File: config.mk
export PLATFORM = sky130hd
export DESIGN_NAME = path_overhead_monitor_counters
export DESIGN_NICKNAME = d
export VERILOG_FILES = /design/src/core/pohm_pkg.sv /design/src/core/path_overhead_monitor_counters.sv
export VERILOG_INCLUDE_DIRS = /design/src /design/src/core
export SDC_FILE = /design/constraint.sdc
export NUM_CORES = 1
export LEC_CHECK = 0
export ABC_AREA = 0
export CORE_MARGIN = 3
export CORE_UTILIZATION = 40
export DETAILED_ROUTE_END_ITERATION = 16
export DONT_BUFFER_PORTS = 1
export PLACE_DENSITY = 0.59
export SLEW_MARGIN = 20
export SYNTH_ARGS = -nofsm -noshare
export SYNTH_HDL_FRONTEND = slang
export SYNTH_SLANG_ARGS = --single-unit
export TNS_END_PERCENT = 5
File: constraint.sdc
create_clock -name MCLK_IN -period 11.2 [get_ports MCLK_IN]
set_input_delay 2.24 -clock MCLK_IN [delete_from_list [all_inputs] [get_ports MCLK_IN]]
set_output_delay 2.24 -clock MCLK_IN [all_outputs]
set_load 0.01 [all_outputs]
File: src/core/pohm_cfg.svh
// register offsets, field positions, reset values and timing counts
`ifndef POHM_CFG_SVH
`define POHM_CFG_SVH
// register indices; byte address is four times the index
`define IDX_MASTER_RESET   8'h00
`define IDX_RX_LABEL       8'h37
`define IDX_PAR_LO         8'h38
`define IDX_PAR_HI         8'h39
`define IDX_FE_LO          8'h3A
`define IDX_FE_HI          8'h3B
`define IDX_RDI_CTRL       8'h3C
`define IDX_RING_CTRL      8'h3D
`define IDX_TX_DIAG        8'h40
`define IDX_IRQ_STATUS     8'h50
`define IDX_IRQ_MASK       8'h51
// remote defect control fields
`define BIT_FE_BLOCK       4
`define BIT_ARDI_IRQ_EN    1
`define BIT_ARDI_STATE     0
`define RDI_CTRL_WMASK     8'h36
// ring control fields
`define BIT_SPACING        7
`define BIT_SIZE_CHECK     6
`define BIT_PAR_BLK_ACC    5
`define BIT_PAR_BLK_REP    3
// transmit diagnostic fields
`define BIT_ENH_RDI_EN     6
`define BIT_ENH_RDI_SRC    5
`define BIT_RDI_HOLD       4
`define BIT_CORRUPT_PAR    1
`define BIT_FORCE_ALARM    0
`define TX_DIAG_WMASK      8'h7F
// interrupt status bits
`define IRQ_ARDI           0
`define IRQ_LABEL          1
`define IRQ_PARITY         2
`define IRQ_FAR_END        3
`define IRQ_WMASK          8'h0F
`define RST_BYTE           8'h00
// label filter, aux defect filter, spacing, hold
`define LABEL_DEPTH        5
`define LABEL_NEED         3
`define ARDI_FRAMES        3'd5
`define SPACING_FRAMES     2'd3
`define HOLD_FRAMES        5'd20
`define SS_EXPECTED        2'b10
`define FE_MAX_CODE        4'd8
// poll transfer limit
`define CLK_MHZ            25
`define POLL_TIME_US       7
`define POLL_MAX_CYC       (`POLL_TIME_US * `CLK_MHZ)
`endif

File: src/core/pohm_pkg.sv
// types shared by the path overhead monitor
package pohm_pkg;
    // per-frame receive overhead summary from the line processor
    typedef struct packed {
        logic [7:0] label;
        logic [7:0] parity_xor;
        logic [3:0] far_end_code;
        logic       aux_rdi;
    } rx_frame_type;
    // pointer interpreter indications
    typedef struct packed {
        logic [1:0] size_bits;
        logic       new_data_flag_enabled;
        logic       inc_ind;
        logic       dec_ind;
        logic       new_point;
    } ptr_ind_type;
    // transmit byte with its position markers
    typedef struct packed {
        logic [7:0] data;
        logic       is_ptr_or_spe;
        logic       is_parity;
        logic       is_g1;
    } tx_byte_type;
    typedef enum logic {BUS_IDLE, BUS_ACK} bus_state_type;
endpackage

File: src/core/path_overhead_monitor_counters.sv
// path overhead monitor: label filter, error counters, diagnostics, wishbone slave
//
// Added by the designer: the Wishbone register port.
`timescale 1ns/10ps
`include "pohm_cfg.svh"

module path_overhead_monitor_counters (
    input  wire logic                  MCLK_IN,
    input  wire logic                  SRST_IN,
    // classic wishbone slave
    input  wire logic                  WB_CYC_IN,
    input  wire logic                  WB_STB_IN,
    input  wire logic                  WB_WE_IN,
    input  wire logic [9:0]            WB_ADR_IN,
    input  wire logic [3:0]            WB_SEL_IN,
    input  wire logic [31:0]           WB_DAT_IN,
    output logic      [31:0]           WB_DAT_OUT,
    output logic                       WB_ACK_OUT,
    output logic                       IRQ_OUT,
    // receive side; the frame summary is qualified by the frame pulse, pointer indications are not
    input  wire logic                  FRAME_IN,
    input  wire pohm_pkg::rx_frame_type RX_FRAME_IN,
    input  wire pohm_pkg::ptr_ind_type PTR_IND_IN,
    output pohm_pkg::ptr_ind_type      PTR_IND_OUT,
    output logic      [3:0]            PAR_REPORT_OUT,
    output logic                       PAR_REPORT_VALID_OUT,
    // transmit side
    input  wire logic                  TX_VALID_IN,
    input  wire pohm_pkg::tx_byte_type TX_BYTE_IN,
    input  wire logic [2:0]            RDI_ALARM_IN,
    output logic                       TX_VALID_OUT,
    output logic      [7:0]            TX_DATA_OUT
);
    import pohm_pkg::*;

    // number of set bits in a parity mismatch byte
    function automatic logic [3:0] pop8(input logic [7:0] v);
        logic [3:0] n;
        n = 4'd0;
        for (int i = 0; i < 8; i++) begin
            n = n + {3'd0, v[i]};
        end
        return n;
    endfunction

    // add without wrapping past all ones
    function automatic logic [15:0] sat_add(input logic [15:0] a, input logic [3:0] b);
        logic [16:0] s;
        s = {1'b0, a} + {13'd0, b};
        return s[16] ? 16'hFFFF : s[15:0];
    endfunction

    // registers
    bus_state_type bus_q;
    logic [7:0]  label_q;
    logic [7:0]  hist_q [0:`LABEL_DEPTH-2];
    logic [15:0] par_acc_q, par_hold_q, fe_acc_q, fe_hold_q;
    logic [7:0]  rdi_ctrl_q, ring_q, diag_q, irq_st_q, irq_mask_q;
    logic        ardi_q;
    logic [2:0]  ardi_cnt_q;
    logic [1:0]  spacing_q;
    logic [4:0]  hold_cnt_q;
    logic [2:0]  hold_code_q;

    // bus decode
    wire         bus_req   = WB_CYC_IN & WB_STB_IN & (bus_q == BUS_IDLE);
    wire         wr_en     = bus_req & WB_WE_IN & WB_SEL_IN[0];
    wire  [7:0]  idx       = WB_ADR_IN[9:2];
    wire  [7:0]  wdat      = WB_DAT_IN[7:0];
    wire         wr_rdi    = wr_en & (idx == `IDX_RDI_CTRL);
    wire         wr_ring   = wr_en & (idx == `IDX_RING_CTRL);
    wire         wr_diag   = wr_en & (idx == `IDX_TX_DIAG);
    wire         wr_irq_st = wr_en & (idx == `IDX_IRQ_STATUS);
    wire         wr_mask   = wr_en & (idx == `IDX_IRQ_MASK);
    // any write to the four count addresses or the master reset polls
    wire         poll = wr_en & ((idx == `IDX_MASTER_RESET) |
                                 (idx >= `IDX_PAR_LO && idx <= `IDX_FE_HI));

    // mode bits
    wire fe_block    = rdi_ctrl_q[`BIT_FE_BLOCK];
    wire ardi_irq_en = irq_mask_q[`IRQ_ARDI];
    wire spacing_en  = ring_q[`BIT_SPACING];
    wire size_chk    = ring_q[`BIT_SIZE_CHECK];
    wire par_blk_acc = ring_q[`BIT_PAR_BLK_ACC];
    wire par_blk_rep = ring_q[`BIT_PAR_BLK_REP];
    wire enh_rdi     = diag_q[`BIT_ENH_RDI_EN];
    wire rdi_hold    = diag_q[`BIT_RDI_HOLD];
    wire corrupt_par = diag_q[`BIT_CORRUPT_PAR];
    wire force_alarm = diag_q[`BIT_FORCE_ALARM];

    // label filter: the new label and the previous four frames vote
    // an equal label never re-takes, so no spurious label-change event
    logic [2:0] label_hits;
    always_comb begin
        label_hits = 3'd1;
        for (int i = 0; i < `LABEL_DEPTH - 1; i++) begin
            label_hits = label_hits + {2'd0, hist_q[i] == RX_FRAME_IN.label};
        end
    end
    wire label_take = FRAME_IN & (label_hits >= 3'(`LABEL_NEED))
                      & (RX_FRAME_IN.label != label_q);

    // per-frame increments
    // far-end codes above eight are invalid and add nothing in either mode
    wire [3:0] par_bits = pop8(RX_FRAME_IN.parity_xor);
    wire       par_any  = |RX_FRAME_IN.parity_xor;
    wire [3:0] par_inc  = !FRAME_IN ? 4'd0 :
                          par_blk_acc ? {3'd0, par_any} : par_bits;
    wire [3:0] par_rep  = par_blk_rep ? {3'd0, par_any} : par_bits;
    wire       fe_ok    = RX_FRAME_IN.far_end_code <= `FE_MAX_CODE;
    wire       fe_any   = fe_ok & (RX_FRAME_IN.far_end_code != 4'd0);
    wire [3:0] fe_inc   = !FRAME_IN ? 4'd0 :
                          fe_block ? {3'd0, fe_any} :
                          (fe_ok ? RX_FRAME_IN.far_end_code : 4'd0);
    wire [15:0] par_sum = sat_add(par_acc_q, par_inc);
    wire [15:0] fe_sum  = sat_add(fe_acc_q, fe_inc);

    // aux defect filter, five equal frames move the state
    // only the five-frame window is built; the 3-bit count would also hold six or seven, longer needs a wider count
    wire [2:0] ardi_next = ardi_cnt_q + 3'd1;
    wire       ardi_flip = FRAME_IN & (RX_FRAME_IN.aux_rdi != ardi_q)
                           & (ardi_next == `ARDI_FRAMES);

    // pointer qualification
    // spacing saturates at three, so a long quiet spell never wraps round
    wire ss_ok  = !size_chk || (PTR_IND_IN.size_bits == `SS_EXPECTED);
    wire sp_ok  = !spacing_en || (spacing_q >= `SPACING_FRAMES);
    wire q_ndf  = PTR_IND_IN.new_data_flag_enabled & ss_ok;
    wire q_inc  = PTR_IND_IN.inc_ind & ss_ok & sp_ok;
    wire q_dec  = PTR_IND_IN.dec_ind & ss_ok & sp_ok;
    wire q_newp = PTR_IND_IN.new_point & ss_ok;
    wire offset_change = q_ndf | q_inc | q_dec;

    // transmitted defect code
    // the hold timer counts receive frames, the only frame marker seen here
    wire       alarm_on = RDI_ALARM_IN != 3'd0;
    wire [2:0] rdi_code = !rdi_hold ? RDI_ALARM_IN :
                          alarm_on ? RDI_ALARM_IN :
                          (hold_cnt_q != 5'd0) ? hold_code_q : 3'd0;
    wire [7:0] g1_out   = enh_rdi ? {rdi_code, TX_BYTE_IN.data[4:0]} :
                          {TX_BYTE_IN.data[7:6], rdi_code[0], TX_BYTE_IN.data[4:0]};
    wire [7:0] tx_next  = (force_alarm & TX_BYTE_IN.is_ptr_or_spe) ? 8'hFF :
                          (corrupt_par & TX_BYTE_IN.is_parity) ? ~TX_BYTE_IN.data :
                          TX_BYTE_IN.is_g1 ? g1_out : TX_BYTE_IN.data;

    // interrupt events; a set in the clearing cycle wins
    // status bits mark frames, not single errors, to bound the event rate
    wire [7:0] irq_ev = {4'd0, fe_inc != 4'd0, par_inc != 4'd0, label_take,
                         ardi_flip};
    wire [7:0] irq_st_d = (irq_st_q & ~(wr_irq_st ? wdat : 8'h00)) | irq_ev;

    // read mux
    logic [7:0] rd_byte;
    always_comb begin
        case (idx)
            `IDX_RX_LABEL:   rd_byte = label_q;
            `IDX_PAR_LO:     rd_byte = par_hold_q[7:0];
            `IDX_PAR_HI:     rd_byte = par_hold_q[15:8];
            `IDX_FE_LO:      rd_byte = fe_hold_q[7:0];
            `IDX_FE_HI:      rd_byte = fe_hold_q[15:8];
            `IDX_RDI_CTRL:   rd_byte = {rdi_ctrl_q[7:2], ardi_irq_en, ardi_q};
            `IDX_RING_CTRL:  rd_byte = ring_q;
            `IDX_TX_DIAG:    rd_byte = diag_q;
            `IDX_IRQ_STATUS: rd_byte = irq_st_q;
            `IDX_IRQ_MASK:   rd_byte = irq_mask_q;
            default:         rd_byte = 8'h00;
        endcase
    end

    // wishbone handshake: ack one cycle after the strobe, dropped next cycle
    // read data is latched with ack and held until the next request
    always_ff @(posedge MCLK_IN) begin
        if (SRST_IN) begin
            bus_q      <= BUS_IDLE;
            WB_ACK_OUT <= 1'b0;
            WB_DAT_OUT <= 32'h0000_0000;
        end else begin
            WB_ACK_OUT <= bus_req;
            bus_q      <= bus_req ? BUS_ACK : BUS_IDLE;
            if (bus_req) begin
                WB_DAT_OUT <= {24'h00_0000, rd_byte};
            end
        end
    end

    // control registers; reserved fields are masked off on write, except in ring control where all bits are stored as written
    always_ff @(posedge MCLK_IN) begin
        if (SRST_IN) begin
            rdi_ctrl_q <= `RST_BYTE;
            ring_q     <= `RST_BYTE;
            diag_q     <= `RST_BYTE;
            irq_mask_q <= `RST_BYTE;
            irq_st_q   <= `RST_BYTE;
            IRQ_OUT    <= 1'b0;
        end else begin
            if (wr_rdi) begin
                rdi_ctrl_q <= wdat & `RDI_CTRL_WMASK;
            end
            if (wr_ring) begin
                ring_q <= wdat;
            end
            if (wr_diag) begin
                diag_q <= wdat & `TX_DIAG_WMASK;
            end
            // the aux enable is one flop seen at two addresses
            if (wr_mask) begin
                irq_mask_q <= wdat & `IRQ_WMASK;
            end else if (wr_rdi) begin
                irq_mask_q[`IRQ_ARDI] <= wdat[`BIT_ARDI_IRQ_EN];
            end
            irq_st_q <= irq_st_d & `IRQ_WMASK;
            IRQ_OUT  <= |(irq_st_d & irq_mask_q);
        end
    end

    // label history and filtered label
    always_ff @(posedge MCLK_IN) begin
        if (SRST_IN) begin
            label_q <= 8'h00;
            for (int i = 0; i < `LABEL_DEPTH - 1; i++) begin
                hist_q[i] <= 8'h00;
            end
        end else if (FRAME_IN) begin
            hist_q[0] <= RX_FRAME_IN.label;
            for (int i = 1; i < `LABEL_DEPTH - 1; i++) begin
                hist_q[i] <= hist_q[i-1];
            end
            if (label_take) begin
                label_q <= RX_FRAME_IN.label;
            end
        end
    end

    // accumulators: a poll folds this cycle's event into the latched count
    // the transfer takes one cycle, far inside the allowed poll time
    always_ff @(posedge MCLK_IN) begin
        if (SRST_IN) begin
            par_acc_q  <= 16'h0000;
            par_hold_q <= 16'h0000;
            fe_acc_q   <= 16'h0000;
            fe_hold_q  <= 16'h0000;
        end else if (poll) begin
            par_hold_q <= par_sum;
            fe_hold_q  <= fe_sum;
            par_acc_q  <= 16'h0000;
            fe_acc_q   <= 16'h0000;
        end else begin
            par_acc_q <= par_sum;
            fe_acc_q  <= fe_sum;
        end
    end

    // aux defect filter
    always_ff @(posedge MCLK_IN) begin
        if (SRST_IN) begin
            ardi_q     <= 1'b0;
            ardi_cnt_q <= 3'd0;
        end else if (FRAME_IN) begin
            if (RX_FRAME_IN.aux_rdi == ardi_q || ardi_flip) begin
                ardi_cnt_q <= 3'd0;
            end else begin
                ardi_cnt_q <= ardi_next;
            end
            if (ardi_flip) begin
                ardi_q <= RX_FRAME_IN.aux_rdi;
            end
        end
    end

    // pointer indications and frames since the last offset change
    always_ff @(posedge MCLK_IN) begin
        if (SRST_IN) begin
            spacing_q   <= 2'd0;
            PTR_IND_OUT <= '0;
        end else begin
            PTR_IND_OUT <= {PTR_IND_IN.size_bits, q_ndf, q_inc, q_dec, q_newp};
            if (offset_change) begin
                spacing_q <= 2'd0;
            end else if (FRAME_IN && spacing_q != `SPACING_FRAMES) begin
                spacing_q <= spacing_q + 2'd1;
            end
        end
    end

    // parity report toward the transmit overhead logic
    always_ff @(posedge MCLK_IN) begin
        if (SRST_IN) begin
            PAR_REPORT_OUT       <= 4'd0;
            PAR_REPORT_VALID_OUT <= 1'b0;
        end else begin
            PAR_REPORT_VALID_OUT <= FRAME_IN;
            if (FRAME_IN) begin
                PAR_REPORT_OUT <= par_rep;
            end
        end
    end

    // defect hold timer, counted in receive frames
    always_ff @(posedge MCLK_IN) begin
        if (SRST_IN) begin
            hold_cnt_q  <= 5'd0;
            hold_code_q <= 3'd0;
        end else if (FRAME_IN) begin
            if (alarm_on) begin
                hold_cnt_q  <= `HOLD_FRAMES;
                hold_code_q <= RDI_ALARM_IN;
            end else if (hold_cnt_q != 5'd0) begin
                hold_cnt_q <= hold_cnt_q - 5'd1;
            end
        end
    end

    // transmit byte path, one cycle of latency
    // forced alarm outranks parity corruption since it overwrites B3 as well
    always_ff @(posedge MCLK_IN) begin
        if (SRST_IN) begin
            TX_VALID_OUT <= 1'b0;
            TX_DATA_OUT  <= 8'h00;
        end else begin
            TX_VALID_OUT <= TX_VALID_IN;
            TX_DATA_OUT  <= tx_next;
        end
    end
endmodule

Word-level counts from Yosys, hierarchy flattened

Memory sizes are Yosys's and may differ from the RTL's.
Cells that the tools add are included.

RAM bits: 32
Bits in registers: 148
Memories: 1
Output and inout bits: 54
Word-level logic and storage cells: 163

Order comparisons: 5
Bitwise operators: 36
Add/subtract/negate cells: 16
Equal/unequal tests: 20
Muxes and demuxes: 32
Reduce and logical (&&, ||, !) cells: 23

Memories:

| name   | depth | bits a word | read ports | clocked after Yosys merged registers in | wr ports | RTL line                             | RTL |
|---|---|---|---|---|---|---|---|
| hist_q | 4     | 8           | 4          | 0                                       | 4        | path_overhead_monitor_counters.sv:56 | `` logic [7:0] hist_q [0:`LABEL_DEPTH-2]; `` |

Operators with widths:

| operator             | count |
|---|---|
| $pmux W8 S10         | 1 |
| $mux W8              | 9 |
| $eq A8 B6 Y1 const B | 7 |
| $add A16 B4 Y17      | 2 |
| $eq A8 B8 Y1         | 4 |
| $mux W16             | 2 |
| $eq A8 B7 Y1 const B | 3 |
| $mux W4              | 6 |
| $and A1 B1 Y1        | 23 |
| $add A4 B1 Y4        | 4 |
| $not A8 Y8           | 2 |
| $reduce_or A8 Y1     | 2 |
| $mux W3              | 4 |
| $reduce_bool A4 Y1   | 3 |
| $mux W5              | 2 |
| $and A8 B4 Y8        | 1 |
| $and A8 B8 Y8        | 1 |
| $ge A8 B6 Y1 const B | 1 |
| $le A8 B6 Y1 const B | 1 |
| $logic_not A8 Y1     | 1 |
| $mux W1              | 8 |
| $ne A8 B8 Y1         | 1 |
| $or A8 B4 Y8         | 1 |
| $reduce_and A2 Y1    | 4 |
| other kinds (25)     | 39 |

Longest topological paths before layout

Depth in word-level cells: 13
Gate-level depth with buffers: 16
Mapped depth without buffers: 15

Least setup slack after synthesis

OpenSTA, ideal clock, no wires.

Path kind: input to register
Start: input port RX_FRAME_IN[5] (netlist name)
End: register par_hold_q[7]
Buffers on the path: 1
Data arrival time: 6.033 ns
Setup slack: 5.033 ns
Cell stages on the path: 16
Cell sequence: inv_1 fa_1 fa_1 fa_1 inv_1 ha_1 fa_1 inv_1 nor2_1 fa_1 a211oi_1 nor2_1 and4_1 buf_2 nor2_1 a211oi_1

Cells in the longest elaborated chain, start to end: 11
Elaborated cells between the ends (all ways): 12
Classes of those cells: 8 x add/sub; 3 x mux; 1 x reduce/logical

Ends and longest elaborated chain:

| element                    | RTL line                              | RTL |
|---|---|---|
| start, declared            | path_overhead_monitor_counters.sv:22  | `input wire pohm_pkg::rx_frame_type RX_FRAME_IN,` |
| $add A1 B1 Y2              | path_overhead_monitor_counters.sv:41  | `n = n + {3'd0, v[i]};` |
| $add A2 B1 Y3              | path_overhead_monitor_counters.sv:41  |  |
| $add A3 B1 Y4              | path_overhead_monitor_counters.sv:41  |  |
| $add A4 B1 Y4 (4 in a row) | path_overhead_monitor_counters.sv:41  |  |
| $mux W4 *                  | path_overhead_monitor_counters.sv:108 | `par_blk_acc ? {3'd0, par_any} : par_bits;` |
| $mux W4 *                  | path_overhead_monitor_counters.sv:107 | `wire [3:0] par_inc = !FRAME_IN ? 4'd0 :` |
| $add A16 B4 Y17 *          | path_overhead_monitor_counters.sv:49  | `s = {1'b0, a} + {13'd0, b};` |
| $mux W16 *                 | path_overhead_monitor_counters.sv:50  | `return s[16] ? 16'hFFFF : s[15:0];` |
| end signal, assigned       | path_overhead_monitor_counters.sv:243 | `par_hold_q <= par_sum;` |
| end, declared              | path_overhead_monitor_counters.sv:57  | `logic [15:0] par_acc_q, par_hold_q, fe_acc_q, fe_hold_q;` |

Every way passes the cells marked *; elsewhere a longest branch is shown, timed or not.
A chain may end at the register's enable or synchronous reset.

Worst setup path after layout

Start: input port RX_FRAME_IN[5] (netlist name)
End: register par_hold_q[11]

The elaborated chain is that of the path after synthesis.

==> metrics.csv <==
metric,value,unit
fmax,161,MHz
peakVddDrop,0.0000962,V
dp_hpwl,15100,um
floorplan.die_area,0.0240,mm2
ctsRootBufferMaster,sky130_fd_sc_hd__clkbuf_16,
port-buffer-count,0,
nets,1046,
fin_crit,6.21,ns
slew_viol_final,0,
async_set_or_reset_flop_fraction_in_the_synthesized_netlist,0,%
critical-path-max-stage-delay,0.55,ns
ys_seq_elements,174,
postSynthCellCount,957,
clk-insertion-delay-late,0.43,ns
routed_wl,20900,um
globalRouteTotalUtil,17.3,%
timing.setup.tns,0,ns
synthTopCellsByArea,"sky130_fd_sc_hd__dfxtp_1 (32%), sky130_fd_sc_hd__edfxtp_1 (11%), sky130_fd_sc_hd__xor2_1 (6.4%)",
timing_worst_slew_pin_value,1.01,ns
slew-limit-headroom,32.9,%
startpoint_type,input port,
total_leakage_power,3.62,nW
postPlaceCellArea,0.00885,mm2
ioPinCount,148,
clock_tree_from_tritoncts,done,
cp_cell_sequence,inv_1 -> fa_1 -> fa_1 -> fa_1 -> inv_1 -> ha_1 -> fa_1 -> xnor2_1 -> nor2_1 -> ha_1 -> a211oi_1 -> nor2_1 -> and4_1 -> nor2_1 -> a211oi_1,
floorplan.initialDensity,41.4,%
setup.worst_path.end_class,flop,
area_growth,7.16,%
n_antenna_cell,0,
std_cell_rows,53,
cp_data_arrival_time,6.56,ns
design_area,0.00949,mm2
cap_viol_max_count,0,
antenna_found_initial,2,
tritoncts_num_sinks,174,
clkTransAtPathRegs,0.07,ns
route.detailed.vias_per_inst,5.42,
drt_iter0_drc,397,
post_synth_num_cell_types,71,
yosys.cell_count.top_type,sky130_fd_sc_hd__dfxtp_1,
final_weighted_congestion_of_routability_driven_global_placement,0.832,
number_of_global_route_vias_before_repair,6146,
cpLargestDelayFamily,adder cells,
dr_total_vias,6579,
yosys_warnings,0,
power.total,1.45,mW
dieWidth,155,um
rsz0062_at_grt,false,
hold_buffers,0,
grt_pass1_wl,33100,um
finalHoldViolations,0,
synth_edf_count,32,
post-cts-setup-buffer-count,0,
cts_resized,0,
critPathRequiredTime,11.54,ns
power_per_cell_area,153,mW/mm2
detail_route.first_pass.iterations,5,
ant_nets,0,
cts_buffers,17,
hp-class,reg -> reg,
cp_max_fo,8,
critPathSlowestCell,sky130_fd_sc_hd__fa_1,
clock-skew-final,0.0111,ns
h-tree-depth,4,
syn-mean-instance-area,9.26,um2
cp.buffers_inverters,2,
maximum_number_of_pins_on_one_net_before_global_route_repair,99,
synth.yosys.seq_area_share,42.9,%
cell_area_after_synthesis,0.00886,mm2
worst_path_most_repeated_cell,sky130_fd_sc_hd__fa_1,
cp_class,in -> reg,
synth-main-ff-cell,sky130_fd_sc_hd__dfxtp_1,
final_layout_size_suffix_gt1_share,6.18,%
detail_route.wl_per_cell,17.2,um
drc,0,
cts.path.max_buffers,2,
grt_overflow_total,0,
die-height,155,um
status,"complete, no violations",
post-route-period-util,55.5,%
post-synth-top-area-fraction,32.1,%
most_frequent_cells_after_synthesis,"sky130_fd_sc_hd__dfxtp_1 (142), sky130_fd_sc_hd__nor2_1 (110), sky130_fd_sc_hd__nand2_1 (65), sky130_fd_sc_hd__xor2_1 (65), sky130_fd_sc_hd__a21oi_1 (56)",
setup_viol,0,
synthDominantAreaCellType,sky130_fd_sc_hd__dfxtp_1,
core-area,0.0214,mm2
[cell usage in the layout, fill, tap and decap left out, drive strengths merged, types with 4 or more instances in the layout]
master / instances
a211oi: 30
a21oi: 56
a22oi: 9
a311oi: 6
a31oi: 7
a32oi: 4
and2: 42
and3: 14
and4: 5
buf: 4
bufinv: 4
clkbuf: 18
conb: 24
dfxtp: 142
edfxtp: 32
fa: 7
ha: 19
inv: 38
mux2: 5
mux2i: 33
nand2: 65
nand2b: 13
nand3: 31
nand4: 10
nor2: 110
nor2b: 11
nor3: 14
nor3b: 7
nor4: 14
o211ai: 7
o21ai: 27
xnor2: 8
xor2: 65
[tightest hold or removal path: stages, from the launching register on]
cell,delay [ns]
sky130_fd_sc_hd__dfxtp_1,0.31
sky130_fd_sc_hd__nand2_1,0.05
sky130_fd_sc_hd__a21oi_1,0.05
[final cells by class]
cell class	count	area (um2)
Clock buffer	18	429
Sequential cell	174	3800
Multi-Input combinational cell	696	4560
Inverter	33	124
Timing Repair Buffer	4	30.0
Fill cell	2099	11900
Tap cell	275	344
Clock inverter	14	204
[worst paths after layout]
check        slack [ns]             end  depth (start not counted)           start
min reg2reg        0.45       ring_q[4]                          2       ring_q[4]
max                4.99  par_hold_q[11]                         15  RX_FRAME_IN[5]
min                0.45       ring_q[4]                          2       ring_q[4]
max reg2reg        7.69         IRQ_OUT                         12    hist_q[0][3]
[registers in the layout, summed over array words and instances (netlist names), 5 cells and up]
| register | count |
|---|---|
| hist_q | 32 |
| fe_acc_q | 16 |
| fe_hold_q | 16 |
| par_acc_q | 16 |
| par_hold_q | 16 |
| TX_DATA_OUT | 8 |
| WB_DAT_OUT | 8 |
| label_q | 8 |
| ring_q | 8 |
| diag_q | 7 |
| PTR_IND_OUT | 6 |
| hold_cnt_q | 5 |
[kinds of logic after synthesis]
logic type | share of synthesized area, %
flip-flops | 42.9
other | 0.0423
buffers and inverters | 6.65
AND/OR/NAND/NOR | 20.5
adder cells (fa/ha/maj) | 4.27
AO/OA/AOI/OAI | 13.2
multiplexers | 5.13
XOR/XNOR | 7.22
[metal layers]
layer | global-route usage, % | up-vias | share of wire (%)
met4 | 5.05 | 4 | 1.6
met5 | 0 | - | 0.16
met1 | 23.3 | 3106 | 46
met2 | 27.6 | 168 | 47
met3 | 4.17 | 27 | 5.3
li1 | - | 3274 | -
[metrics by stage]
stage / hold slack [ns] / worst slack [ns] / utilization (%) / cells
after global placement: 0.438 / 4.60 / 41.3 / 1182
after global routing: 0.472 / 4.70 / 44.3 / 1214
final: 0.453 / 4.99 / 44.3 / 1214
after CTS: 0.450 / 5.04 / 44.3 / 1214
after detailed placement: 0.442 / 4.59 / 41.3 / 1182
after floorplan: 0.431 / 5.03 / - / 980
[power by group]
group	total, mW	switching, mW	internal, mW	leakage [nW]
sequential	0.678	0.0159	0.662	1.50
clock	0.642	0.264	0.378	0.301
combinational	0.132	0.0765	0.0552	1.81
total	1.45	0.356	1.10	3.62
Note: power is estimated with default switching activity, not from simulation.
